<file path="src/common/bsw_pkg.sv">
package bsw_pkg;

  // Port 0 is the upstream port, ports 1 to NPORT-1 face downstream devices.
  localparam int          NPORT        = 4;
  localparam int          PORT_W       = 2;

  // Configuration dword byte offsets handled by this bank.
  localparam logic [7:0]  OFF_PF_BASE_HI = 8'h28;
  localparam logic [7:0]  OFF_PF_LIM_HI  = 8'h2C;
  localparam logic [7:0]  OFF_IO_HI      = 8'h30;
  localparam logic [7:0]  OFF_CAP_PTR    = 8'h34;
  localparam logic [7:0]  OFF_IRQ_BCTL   = 8'h3C;

  // Values after reset and fixed read values.
  localparam logic [31:0] PF_HI_RST      = 32'h0000_0000;
  localparam logic [15:0] IO_HI_RST      = 16'h0000;
  localparam logic [7:0]  CAP_PTR_VAL    = 8'h40;
  localparam logic [7:0]  IRQ_LINE_RST   = 8'h00;
  localparam logic [7:0]  IRQ_PIN_RST    = 8'h00;
  localparam logic [31:0] RDATA_RST      = 32'h0000_0000;

  // Bridge control is held as bits 22:16 of the 0x3C dword.
  localparam int          BCTL_LSB       = 16;
  localparam int          BCTL_W         = 7;
  localparam logic [6:0]  BCTL_RST       = 7'h00;
  localparam logic [6:0]  BCTL_WMASK     = 7'h5F;
  localparam int          BC_PERR        = 0;
  localparam int          BC_SERR        = 1;
  localparam int          BC_ISA         = 2;
  localparam int          BC_VGA         = 3;
  localparam int          BC_VGA16       = 4;
  localparam int          BC_SBR         = 6;

  // Implied low address bits of the assembled windows.
  localparam logic [19:0] PF_LOW_BASE    = 20'h0_0000;
  localparam logic [19:0] PF_LOW_LIM     = 20'hF_FFFF;
  localparam logic [11:0] IO_LOW_BASE    = 12'h000;
  localparam logic [11:0] IO_LOW_LIM     = 12'hFFF;

  // Legacy display decode ranges.
  localparam logic [63:0] VGA_MEM_LO     = 64'h0000_0000_000A_0000;
  localparam logic [63:0] VGA_MEM_HI     = 64'h0000_0000_000B_FFFF;
  localparam logic [9:0]  VGA_IO_A_LO    = 10'h3B0;
  localparam logic [9:0]  VGA_IO_A_HI    = 10'h3BB;
  localparam logic [9:0]  VGA_IO_B_LO    = 10'h3C0;
  localparam logic [9:0]  VGA_IO_B_HI    = 10'h3DF;

endpackage : bsw_pkg

</file>
<file path="src/common/bsw_dec_if.sv">
`timescale 1ns/10ps
interface bsw_dec_if;
  logic        is_io;
  logic [63:0] addr;
  logic [63:0] pf_base;
  logic [63:0] pf_lim;
  logic [31:0] io_base;
  logic [31:0] io_lim;
  logic        isa_en;
  logic        vga_en;
  logic        vga16;
  logic        win_hit;
  logic        vga_hit;

  modport ctl (output is_io, addr, pf_base, pf_lim, io_base, io_lim, isa_en, vga_en, vga16,
               input  win_hit, vga_hit);
  modport dec (input  is_io, addr, pf_base, pf_lim, io_base, io_lim, isa_en, vga_en, vga16,
               output win_hit, vga_hit);
endinterface : bsw_dec_if

</file>
<file path="src/rtl/bsw_fwd_decode.sv">
`timescale 1ns/10ps
module bsw_fwd_decode (
  bsw_dec_if.dec d
);

  logic first64k;
  logic io_in;
  logic isa_blk;
  logic mem_in;
  logic vga_io10;
  logic vga_io;
  logic vga_mem;

  always_comb begin
    first64k = (d.addr[63:16] == 48'h0000_0000_0000);
    // Inclusive compares make a limit below the base an empty window.
    io_in    = (d.addr[63:32] == 32'h0000_0000) && (d.addr[31:0] >= d.io_base) &&
               (d.addr[31:0] <= d.io_lim);
    mem_in   = (d.addr >= d.pf_base) && (d.addr <= d.pf_lim);
    // Only the top 768 bytes of each 1KB block pass in the first 64KB.
    isa_blk  = d.isa_en && first64k && (d.addr[9:8] == 2'b00);
    vga_io10 = ((d.addr[9:0] >= bsw_pkg::VGA_IO_A_LO) && (d.addr[9:0] <= bsw_pkg::VGA_IO_A_HI)) ||
               ((d.addr[9:0] >= bsw_pkg::VGA_IO_B_LO) && (d.addr[9:0] <= bsw_pkg::VGA_IO_B_HI));
    vga_io   = d.vga_en && first64k && vga_io10 &&
               (!d.vga16 || (d.addr[15:10] == 6'h00));
    vga_mem  = d.vga_en && (d.addr >= bsw_pkg::VGA_MEM_LO) &&
               (d.addr <= bsw_pkg::VGA_MEM_HI);
    d.win_hit = d.is_io ? (io_in && !isa_blk) : mem_in;
    d.vga_hit = d.is_io ? vga_io : vga_mem;
  end

endmodule : bsw_fwd_decode

</file>
<file path="src/rtl/bsw_irq_pin_init.sv">
`timescale 1ns/10ps
module bsw_irq_pin_init (
  input  wire logic       mclk_i,
  input  wire logic       sys_rst_i,
  input  wire logic       ld_vld_i,
  input  wire logic [7:0] ld_val_i,
  output logic      [7:0] pin_o
);

  logic [7:0] pin_q;

  // The default may be replaced at initialisation by the sideband loader.
  always_ff @(posedge mclk_i) begin
    if (sys_rst_i) begin
      pin_q <= bsw_pkg::IRQ_PIN_RST;
    end else if (ld_vld_i) begin
      pin_q <= ld_val_i;
    end
  end

  assign pin_o = pin_q;
endmodule : bsw_irq_pin_init

</file>
<file path="src/rtl/bsw_bridge_regs.sv">
`timescale 1ns/10ps
// Functional notes
// - Prefetch limit upper dword, writable, reset zero.
// - I/O base upper half at 0x30 low.
// - I/O limit upper half at 0x30 high.
// - Capability pointer reads fixed 40h.
// - Interrupt pin byte read-only, reset 00h.
// - Downstream interrupt pin default loadable at init.
// - Bit 16 enables secondary poisoned TLP reporting.
// - Bit 17 gates secondary error message forwarding.
// - Bit 18 limits low I/O to top 768 bytes.
// - Bit 19 forwards legacy display memory range.
// - Display I/O ranges forwarded when bit 19 set.
// - Bit 20 selects 10 or 16 bit decode.
// - Bit 22 drives downstream port hot reset.
// - Upstream bit 22 resets every downstream port.
// - Bits 21, 23 to 31 read zero.
// - Implied low bits: base zeros, limit ones.
// - Prefetch base upper dword at 28h, writable.
module bsw_bridge_regs (
  input  wire logic                                  mclk_i,
  input  wire logic                                  sys_rst_i,
  input  wire logic                                  cfg_req_i,
  input  wire logic                                  cfg_wr_i,
  input  wire logic [bsw_pkg::PORT_W-1:0]            cfg_port_i,
  input  wire logic [7:0]                            cfg_addr_i,
  input  wire logic [3:0]                            cfg_be_i,
  input  wire logic [31:0]                           cfg_wdata_i,
  output logic                                       cfg_ack_o,
  output logic      [31:0]                           cfg_rdata_o,
  input  wire logic                                  init_ld_vld_i,
  input  wire logic [bsw_pkg::PORT_W-1:0]            init_ld_port_i,
  input  wire logic [7:0]                            init_ld_pin_i,
  input  wire logic [bsw_pkg::NPORT-1:0][11:0]       pf_base_lo_i,
  input  wire logic [bsw_pkg::NPORT-1:0][11:0]       pf_lim_lo_i,
  input  wire logic [bsw_pkg::NPORT-1:0][3:0]        io_base_lo_i,
  input  wire logic [bsw_pkg::NPORT-1:0][3:0]        io_lim_lo_i,
  input  wire logic                                  txn_req_i,
  input  wire logic [bsw_pkg::PORT_W-1:0]            txn_port_i,
  input  wire logic                                  txn_is_io_i,
  input  wire logic [63:0]                           txn_addr_i,
  output logic                                       fwd_vld_o,
  output logic                                       fwd_hit_o,
  output logic                                       fwd_vga_o,
  input  wire logic [bsw_pkg::NPORT-1:0]             sec_poison_i,
  output logic      [bsw_pkg::NPORT-1:0]             poison_report_o,
  input  wire logic [bsw_pkg::NPORT-1:0]             sec_err_msg_i,
  output logic                                       pri_err_msg_o,
  output logic      [bsw_pkg::NPORT-2:0]             hot_rst_n_o
);

  localparam int NP = bsw_pkg::NPORT;

  logic [NP-1:0][31:0]              pf_base_hi_q;
  logic [NP-1:0][31:0]              pf_lim_hi_q;
  logic [NP-1:0][15:0]              io_base_hi_q;
  logic [NP-1:0][15:0]              io_lim_hi_q;
  logic [NP-1:0][7:0]               irq_line_q;
  logic [NP-1:0][bsw_pkg::BCTL_W-1:0] bctl_q;
  logic [NP-1:0][7:0]               pin_w;
  logic [7:0]                       cfg_dw;
  logic                             wr_hit;
  logic [31:0]                      io_cur;
  logic [31:0]                      io_new;
  logic [31:0]                      ibc_cur;
  logic [31:0]                      ibc_new;
  logic [31:0]                      rdata_d;
  logic                             cfg_ack_q;
  logic [31:0]                      cfg_rdata_q;
  logic                             fwd_vld_q;
  logic                             fwd_hit_q;
  logic                             fwd_vga_q;
  logic [NP-1:0]                    poison_q;
  logic [NP-1:0]                    err_en;
  logic                             pri_err_q;
  logic [NP-2:0]                    hot_rst_n_q;

  bsw_dec_if dec_if ();

  // Byte enables merge the new data into the current dword lane by lane.
  function automatic logic [31:0] merge_be(input logic [31:0] cur,
                                           input logic [31:0] nw,
                                           input logic [3:0]  be);
    logic [31:0] res;
    res = cur;
    for (int b = 0; b < 4; b++) begin
      if (be[b]) begin
        res[b*8 +: 8] = nw[b*8 +: 8];
      end
    end
    return res;
  endfunction : merge_be

  assign cfg_dw = {cfg_addr_i[7:2], 2'b00};
  assign wr_hit = cfg_req_i && cfg_wr_i;

  // The upstream port reports no interrupt wire; only downstream pins are loadable.
  assign pin_w[0] = bsw_pkg::IRQ_PIN_RST;

  for (genvar p = 1; p < NP; p++) begin : g_pin
    bsw_irq_pin_init u_pin (
      .mclk_i    (mclk_i),
      .sys_rst_i (sys_rst_i),
      .ld_vld_i  (init_ld_vld_i && (init_ld_port_i == bsw_pkg::PORT_W'(p))),
      .ld_val_i  (init_ld_pin_i),
      .pin_o     (pin_w[p])
    );
  end

  always_comb begin
    io_cur  = {io_lim_hi_q[cfg_port_i], io_base_hi_q[cfg_port_i]};
    io_new  = merge_be(io_cur, cfg_wdata_i, cfg_be_i);
    ibc_cur = {9'h000, bctl_q[cfg_port_i], pin_w[cfg_port_i], irq_line_q[cfg_port_i]};
    ibc_new = merge_be(ibc_cur, cfg_wdata_i, cfg_be_i);
  end

  always_ff @(posedge mclk_i) begin
    if (sys_rst_i) begin
      pf_base_hi_q <= {NP{bsw_pkg::PF_HI_RST}};
    end else if (wr_hit && (cfg_dw == bsw_pkg::OFF_PF_BASE_HI)) begin
      pf_base_hi_q[cfg_port_i] <= merge_be(pf_base_hi_q[cfg_port_i], cfg_wdata_i, cfg_be_i);
    end
  end

  always_ff @(posedge mclk_i) begin
    if (sys_rst_i) begin
      pf_lim_hi_q <= {NP{bsw_pkg::PF_HI_RST}};
    end else if (wr_hit && (cfg_dw == bsw_pkg::OFF_PF_LIM_HI)) begin
      pf_lim_hi_q[cfg_port_i] <= merge_be(pf_lim_hi_q[cfg_port_i], cfg_wdata_i, cfg_be_i);
    end
  end

  always_ff @(posedge mclk_i) begin
    if (sys_rst_i) begin
      io_base_hi_q <= {NP{bsw_pkg::IO_HI_RST}};
      io_lim_hi_q  <= {NP{bsw_pkg::IO_HI_RST}};
    end else if (wr_hit && (cfg_dw == bsw_pkg::OFF_IO_HI)) begin
      io_base_hi_q[cfg_port_i] <= io_new[15:0];
      io_lim_hi_q[cfg_port_i]  <= io_new[31:16];
    end
  end

  // The pin byte and the hardwired control bits ignore writes.
  always_ff @(posedge mclk_i) begin
    if (sys_rst_i) begin
      irq_line_q <= {NP{bsw_pkg::IRQ_LINE_RST}};
      bctl_q     <= {NP{bsw_pkg::BCTL_RST}};
    end else if (wr_hit && (cfg_dw == bsw_pkg::OFF_IRQ_BCTL)) begin
      irq_line_q[cfg_port_i] <= ibc_new[7:0];
      bctl_q[cfg_port_i]     <= ibc_new[bsw_pkg::BCTL_LSB +: bsw_pkg::BCTL_W] &
                                bsw_pkg::BCTL_WMASK;
    end
  end

  // Offsets outside this bank read zero and ignore writes.
  always_comb begin
    rdata_d = 32'h0000_0000;
    case (cfg_dw)
      bsw_pkg::OFF_PF_BASE_HI: rdata_d = pf_base_hi_q[cfg_port_i];
      bsw_pkg::OFF_PF_LIM_HI:  rdata_d = pf_lim_hi_q[cfg_port_i];
      bsw_pkg::OFF_IO_HI:      rdata_d = io_cur;
      bsw_pkg::OFF_CAP_PTR:    rdata_d = {24'h00_0000, bsw_pkg::CAP_PTR_VAL};
      bsw_pkg::OFF_IRQ_BCTL:   rdata_d = ibc_cur;
      default:                 rdata_d = 32'h0000_0000;
    endcase
  end

  always_ff @(posedge mclk_i) begin
    if (sys_rst_i) begin
      cfg_ack_q   <= 1'b0;
      cfg_rdata_q <= bsw_pkg::RDATA_RST;
    end else begin
      cfg_ack_q   <= cfg_req_i;
      cfg_rdata_q <= (cfg_req_i && !cfg_wr_i) ? rdata_d : bsw_pkg::RDATA_RST;
    end
  end

  // Window assembly with the implied low bits for the selected port.
  assign dec_if.is_io   = txn_is_io_i;
  assign dec_if.addr    = txn_addr_i;
  assign dec_if.pf_base = {pf_base_hi_q[txn_port_i], pf_base_lo_i[txn_port_i],
                           bsw_pkg::PF_LOW_BASE};
  assign dec_if.pf_lim  = {pf_lim_hi_q[txn_port_i], pf_lim_lo_i[txn_port_i],
                           bsw_pkg::PF_LOW_LIM};
  assign dec_if.io_base = {io_base_hi_q[txn_port_i], io_base_lo_i[txn_port_i],
                           bsw_pkg::IO_LOW_BASE};
  assign dec_if.io_lim  = {io_lim_hi_q[txn_port_i], io_lim_lo_i[txn_port_i],
                           bsw_pkg::IO_LOW_LIM};
  assign dec_if.isa_en  = bctl_q[txn_port_i][bsw_pkg::BC_ISA];
  assign dec_if.vga_en  = bctl_q[txn_port_i][bsw_pkg::BC_VGA];
  assign dec_if.vga16   = bctl_q[txn_port_i][bsw_pkg::BC_VGA16];

  bsw_fwd_decode u_dec (
    .d (dec_if.dec)
  );

  always_ff @(posedge mclk_i) begin
    if (sys_rst_i) begin
      fwd_vld_q <= 1'b0;
      fwd_hit_q <= 1'b0;
      fwd_vga_q <= 1'b0;
    end else begin
      fwd_vld_q <= txn_req_i;
      fwd_hit_q <= txn_req_i && dec_if.win_hit;
      fwd_vga_q <= txn_req_i && dec_if.vga_hit;
    end
  end

  for (genvar p = 0; p < NP; p++) begin : g_en
    assign err_en[p] = bctl_q[p][bsw_pkg::BC_SERR];
  end

  // Poison and error gating are registered so every output is a flop.
  always_ff @(posedge mclk_i) begin
    if (sys_rst_i) begin
      poison_q  <= '0;
      pri_err_q <= 1'b0;
    end else begin
      for (int p = 0; p < NP; p++) begin
        poison_q[p] <= sec_poison_i[p] && bctl_q[p][bsw_pkg::BC_PERR];
      end
      pri_err_q <= |(sec_err_msg_i & err_en);
    end
  end

  // The upstream bit resets all downstream ports together; each port bit its own.
  always_ff @(posedge mclk_i) begin
    if (sys_rst_i) begin
      hot_rst_n_q <= '1;
    end else begin
      for (int p = 1; p < NP; p++) begin
        hot_rst_n_q[p-1] <= !(bctl_q[p][bsw_pkg::BC_SBR] ||
                              bctl_q[0][bsw_pkg::BC_SBR]);
      end
    end
  end

  assign cfg_ack_o       = cfg_ack_q;
  assign cfg_rdata_o     = cfg_rdata_q;
  assign fwd_vld_o       = fwd_vld_q;
  assign fwd_hit_o       = fwd_hit_q;
  assign fwd_vga_o       = fwd_vga_q;
  assign poison_report_o = poison_q;
  assign pri_err_msg_o   = pri_err_q;
  assign hot_rst_n_o     = hot_rst_n_q;
endmodule : bsw_bridge_regs

</file>
<file path="config.mk">
export PLATFORM = sky130hd
export DESIGN_NAME = bsw_bridge_regs
export DESIGN_NICKNAME = d
export VERILOG_FILES = /design/src/common/bsw_pkg.sv /design/src/common/bsw_dec_if.sv /design/src/rtl/bsw_fwd_decode.sv /design/src/rtl/bsw_irq_pin_init.sv /design/src/rtl/bsw_bridge_regs.sv
export SDC_FILE = /design/constraint.sdc
export NUM_CORES = 2
export LEC_CHECK = 0
export BUFFER_PORTS_ARGS = -buffer_cell sky130_fd_sc_hd__buf_2
export CAP_MARGIN = 20
export CORE_ASPECT_RATIO = 1.75
export CORE_MARGIN = 5
export CORE_UTILIZATION = 55
export CTS_CLUSTER_DIAMETER = 40
export CTS_CLUSTER_SIZE = 16
export DETAILED_ROUTE_END_ITERATION = 8
export PLACE_DENSITY = 0.8
export RECOVER_POWER = 50
export SLEW_MARGIN = 25
export SYNTH_ARGS = -nofsm -noshare
export SYNTH_HDL_FRONTEND = slang
export SYNTH_SLANG_ARGS = --single-unit
</file>
<file path="constraint.sdc">
create_clock -name mclk_i -period 5.7 [get_ports mclk_i]
set_input_delay 0.285 -clock mclk_i [delete_from_list [all_inputs] [get_ports mclk_i]]
set_output_delay 0.285 -clock mclk_i [all_outputs]
set_load 0.005 [all_outputs]
</file>
==> results.md <==
Yosys:
- For this run, the register share of the synthesized area comes to 36.54%.
- Yosys mapped the design onto 49 distinct sky130hd cell types.
- Sorting the synthesized cells by area gives the leading types as sky130_fd_sc_hd__dfxtp_1, sky130_fd_sc_hd__mux4_2, sky130_fd_sc_hd__a211oi_1.
- The fraction of post-synthesis cell area in the top cell type by area is 36.54%.
- Summing the areas of all fa, ha and maj instances in the mapped netlist gives 5.754% of the synthesized area.
- During synthesis, Yosys emitted a total of 0 warnings.
- The total nets after synthesis is 3144.
- The main combinational cell family by area after synthesis is multiplexers.
- The area fraction in compound gates after synthesis is 14.23%.
- The async set or reset register ratio after synthesis is 0%.
- Sorting the synthesized cells by how often they occur yields sky130_fd_sc_hd__nor2_1, sky130_fd_sc_hd__dfxtp_1, sky130_fd_sc_hd__a211oi_1, sky130_fd_sc_hd__mux4_2, sky130_fd_sc_hd__clkbuf_1.
- The synthesized design contains 508 register bits.
- The post-synthesis share of cell area spent on and, or, nand and nor gates is 12.40%.
- The synthesized design contains 0 enable-type register cells.
- The netlist area before placement is 27840 sq um.
- The post-synthesis cell count is 2751.
- After synthesis, the share of cell area in mux cells is 25.91%.
- The most used flip-flop cell after synthesis is sky130_fd_sc_hd__dfxtp_1.
- Summed over all instances, the cell type with the most area after synthesis is sky130_fd_sc_hd__dfxtp_1.
- The xor-xnor portion of the synthesized cell area is 0%.
- The most common cell in the synthesized netlist is sky130_fd_sc_hd__nor2_1.
- The average footprint of a synthesized cell is 10.12 sq um.

Hold path:
- In this run the worst hold path is classified as primary input to flop.

Floorplanning:
- The die is 180.1 um wide.
- The count of pins on the block boundary is 309.
- For this configuration, the core starts out at a cell density of 55.31%.
- The core region is 50320 sq um.
- The die height is 307.6 um.
- The floorplan row count is 109.
- The area of the die is 55390 sq um.

Critical path:
- In this run the worst path has a maximum fanout of 222.
- The register-to-register setup slack is 2540 ps.
- The type of element capturing the critical path is a flop.
- The worst setup path is of the primary input to flop kind.
- Data on the critical path is required at its endpoint by 6160 ps.
- STA classifies the critical path startpoint as a primary input.
- STA puts the critical path data arrival time at 4670 ps.

Detailed routing:
- In the routed layout, each cell is associated on average with a via count of 6.643.
- The post-detailed-routing wire length is 90.40 mm.
- The total via count after detailed routing is 24100.
- After the first detailed-routing iteration, the DRC count stood at 2460.
- The post-route DRC violation count is 0.
- In this run the remaining antenna-violating nets after routing total 0.
- The per-cell routed wire length is 24.92 um.
- The number of detailed-route iterations in the first pass is 9.

Timing:
- Setup violations remaining at the end of the flow were counted as 0.
- The slew at the pin with the worst max-slew slack is 3986 ps.
- Setup repair after global routing left no endpoint under its margin.
- Adding up every negative setup slack in the final design gives 0 ps.
- The worst hold slack is 19.37 ps.
- In the finished design, the share of the clock period the worst path needs comes to 73.84%.
- Based on the critical path, the design can be clocked at up to 0.2376 GHz.
- In this run the tightest slew margin relative to its limit is -165.7%.
- The count of final max-slew check failures was 75.
- The maximum clock skew at final layout is 16.14 ps.
- The total count of hold-check failures in the final report is 0.
- The clock period could shrink to 4209 ps.
- The final critical-path setup slack is 1491 ps.

Pwr:
- The analysis attributes to cell leakage a power of 11.18 nW.
- The design draws 7.582 mW.
- The worst IR drop on VDD is 0.2739 mV.
- The total power per unit cell area is 242.0 nW/um^2.

Clocking:
- The root buffer cell chosen for the clock tree is sky130_fd_sc_hd__clkbuf_16.
- Clock tree synthesis found a total of 508 sinks.
- The CTS tree is built.
- In this run, CTS created clock tree buffers numbering 46.
- The longest clock path from root to sink contains 3 buffers.
- The clock-pin slew on the worst setup and hold paths is 70 ps.
- CTS built an H-tree with a depth of 2.
- The clock insertion delay at the later pin of the skew report is 580 ps.
- After clock tree synthesis, the setup repair step added 0 buffers.

Global route:
- For met3 alone, demand over resource in global routing was 5.767%.
- The initial antenna violation count is 3.
- The first global-routing pass estimated 138.8 mm of wire.
- The most congested layer reported by global routing is met2.
- The via count of the first global-routing pass came to 24820.
- The met1 routing resource usage after global routing is 35.10%.
- The overall fraction of global-route tracks in use is 31.54%.
- The total global routing overflow is 0.
- For this run, global-route usage on met2 was measured as 54.06%.
- Entering global routing, the biggest net connects 223 pins.

Finish:
- The area growth from synthesis to layout is 12.57%.
- The register area is 10170 sq um.
- The multi-input logic area is 16280 sq um.
- The number of standard cells in the final layout excluding fillers is 3628.
- For this run, the post-layout net count is 3325.
- The final core utilization is 62.26%.
- The fraction of layout instances using a drive strength above 1 is 23.18%.
- The filler cells instantiated in the layout total 3968.
- Summing all non-filler instances in the final layout gives an area of 31330 sq um.

Place:
- Before CTS, the worst setup slack after placement is 1830 ps.
- The placed instances occupy a cell area of 29690 sq um.
- Detailed placement finished with a half-perimeter wire length of 63.08 mm.
- The routability-driven placement congestion ratio is 0.9738.
- The quantity of I/O buffers inserted on ports is 306.
- The post-placement cell count is 3536.

Outcome:
- The checks that failed: capacitance limit, slew limit.
- The run finished, with violations left.

Flow run:
- The total of max-cap violations is 1.
[worst max-delay path: stages]
cell and delay (ps):
sky130_fd_sc_hd__clkbuf_1 2740, sky130_fd_sc_hd__buf_12 520, sky130_fd_sc_hd__a21oi_1 70, sky130_fd_sc_hd__dlygate4sd3_1 610
[logic make-up (layout without fill, tap and decap cells)]
family,Yosys count,after routing
DFF,508,508
other,0,3
muxes,415,415
and+or+nand+nor,797,797
buffers and inverters,359,567
adders and majority gates,128,128
AOI/OAI and AO/OA,544,544
[layout by cell type, fill, tap and decap left out, drive strengths merged, types with 4 or more instances in the layout]
master and instances:
o21ai 24, a222oi 14, a21o 24, dfxtp 508
mux2 35, dlygate4sd3 14, inv 139, a21oi 52
mux4 241, nor2 592, ha 128, a22o 9
clkbuf 89, a221oi 13, nor3 71, nand3 15
a211oi 391, buf 313, mux2i 139, clkinv 7
nand4 30, nand2 34, or3 4, and3b 4
and4 6, nor4 19
[metal layers]
metal / vias up / part of all wire, %
met3: 422 / 8.7
met5: - / 0.015
met1: 11630 / 34
li1: 10670 / -
met2: 1378 / 48
met4: 2 / 8.7
[registers in the layout (all words and copies together), names as in the netlist]
register and cells:
cfg_rdata_o 32, io_lim_hi_q 64, fwd_hit_o 1, irq_line_q 32, fwd_vld_o 1, bctl_q 24
poison_report_o 4, pri_err_msg_o 1, pf_base_hi_q 128, fwd_vga_o 1, hot_rst_n_o 3, g_pin.u_pin.pin_o 24
pf_lim_hi_q 128, io_base_hi_q 64, cfg_ack_o 1
[path summary, 6_finish.rpt]
check	startpoint	endpoint	depth (start not counted)
worst max-delay path	sys_rst_i	pri_err_msg_o$_SDFF_PP0_	4
worst min-delay path	init_ld_pin_i[0]	g_pin[2].u_pin.pin_o[0]$_SDFFE_PP0P_	3
worst max register to register	pf_base_hi_q[117]$_SDFFE_PP0P_	fwd_hit_o$_SDFF_PP0_	9
worst min register to register	g_pin[3].u_pin.pin_o[6]$_SDFFE_PP0P_	g_pin[3].u_pin.pin_o[6]$_SDFFE_PP0P_	2
[repair_timing]
action / CTS / global route
hold buffers: 14 / 0
setup endpoints to repair: 0 / 0
gates resized for setup: 0 / 0
hold endpoints to repair: 24 / 0
[power breakdown]
group	switching, mW	leakage [nW]	internal (mW)
sequential	0.00593	4.09	3.56
combinational	0.465	6.33	0.311
clock	1.47	0.754	1.78
[layout make-up]
type                       instances  area share, %
inverter                         131          1.569
clock buffer                      55          4.113
multi-input combinational       1884          51.95
sequential                       508          32.46
tap                              666          2.659
timing repair buffer             361          6.413
antenna                            3        0.02396
clock inverter                    20         0.8106
Power figures use the tool's default switching activity.
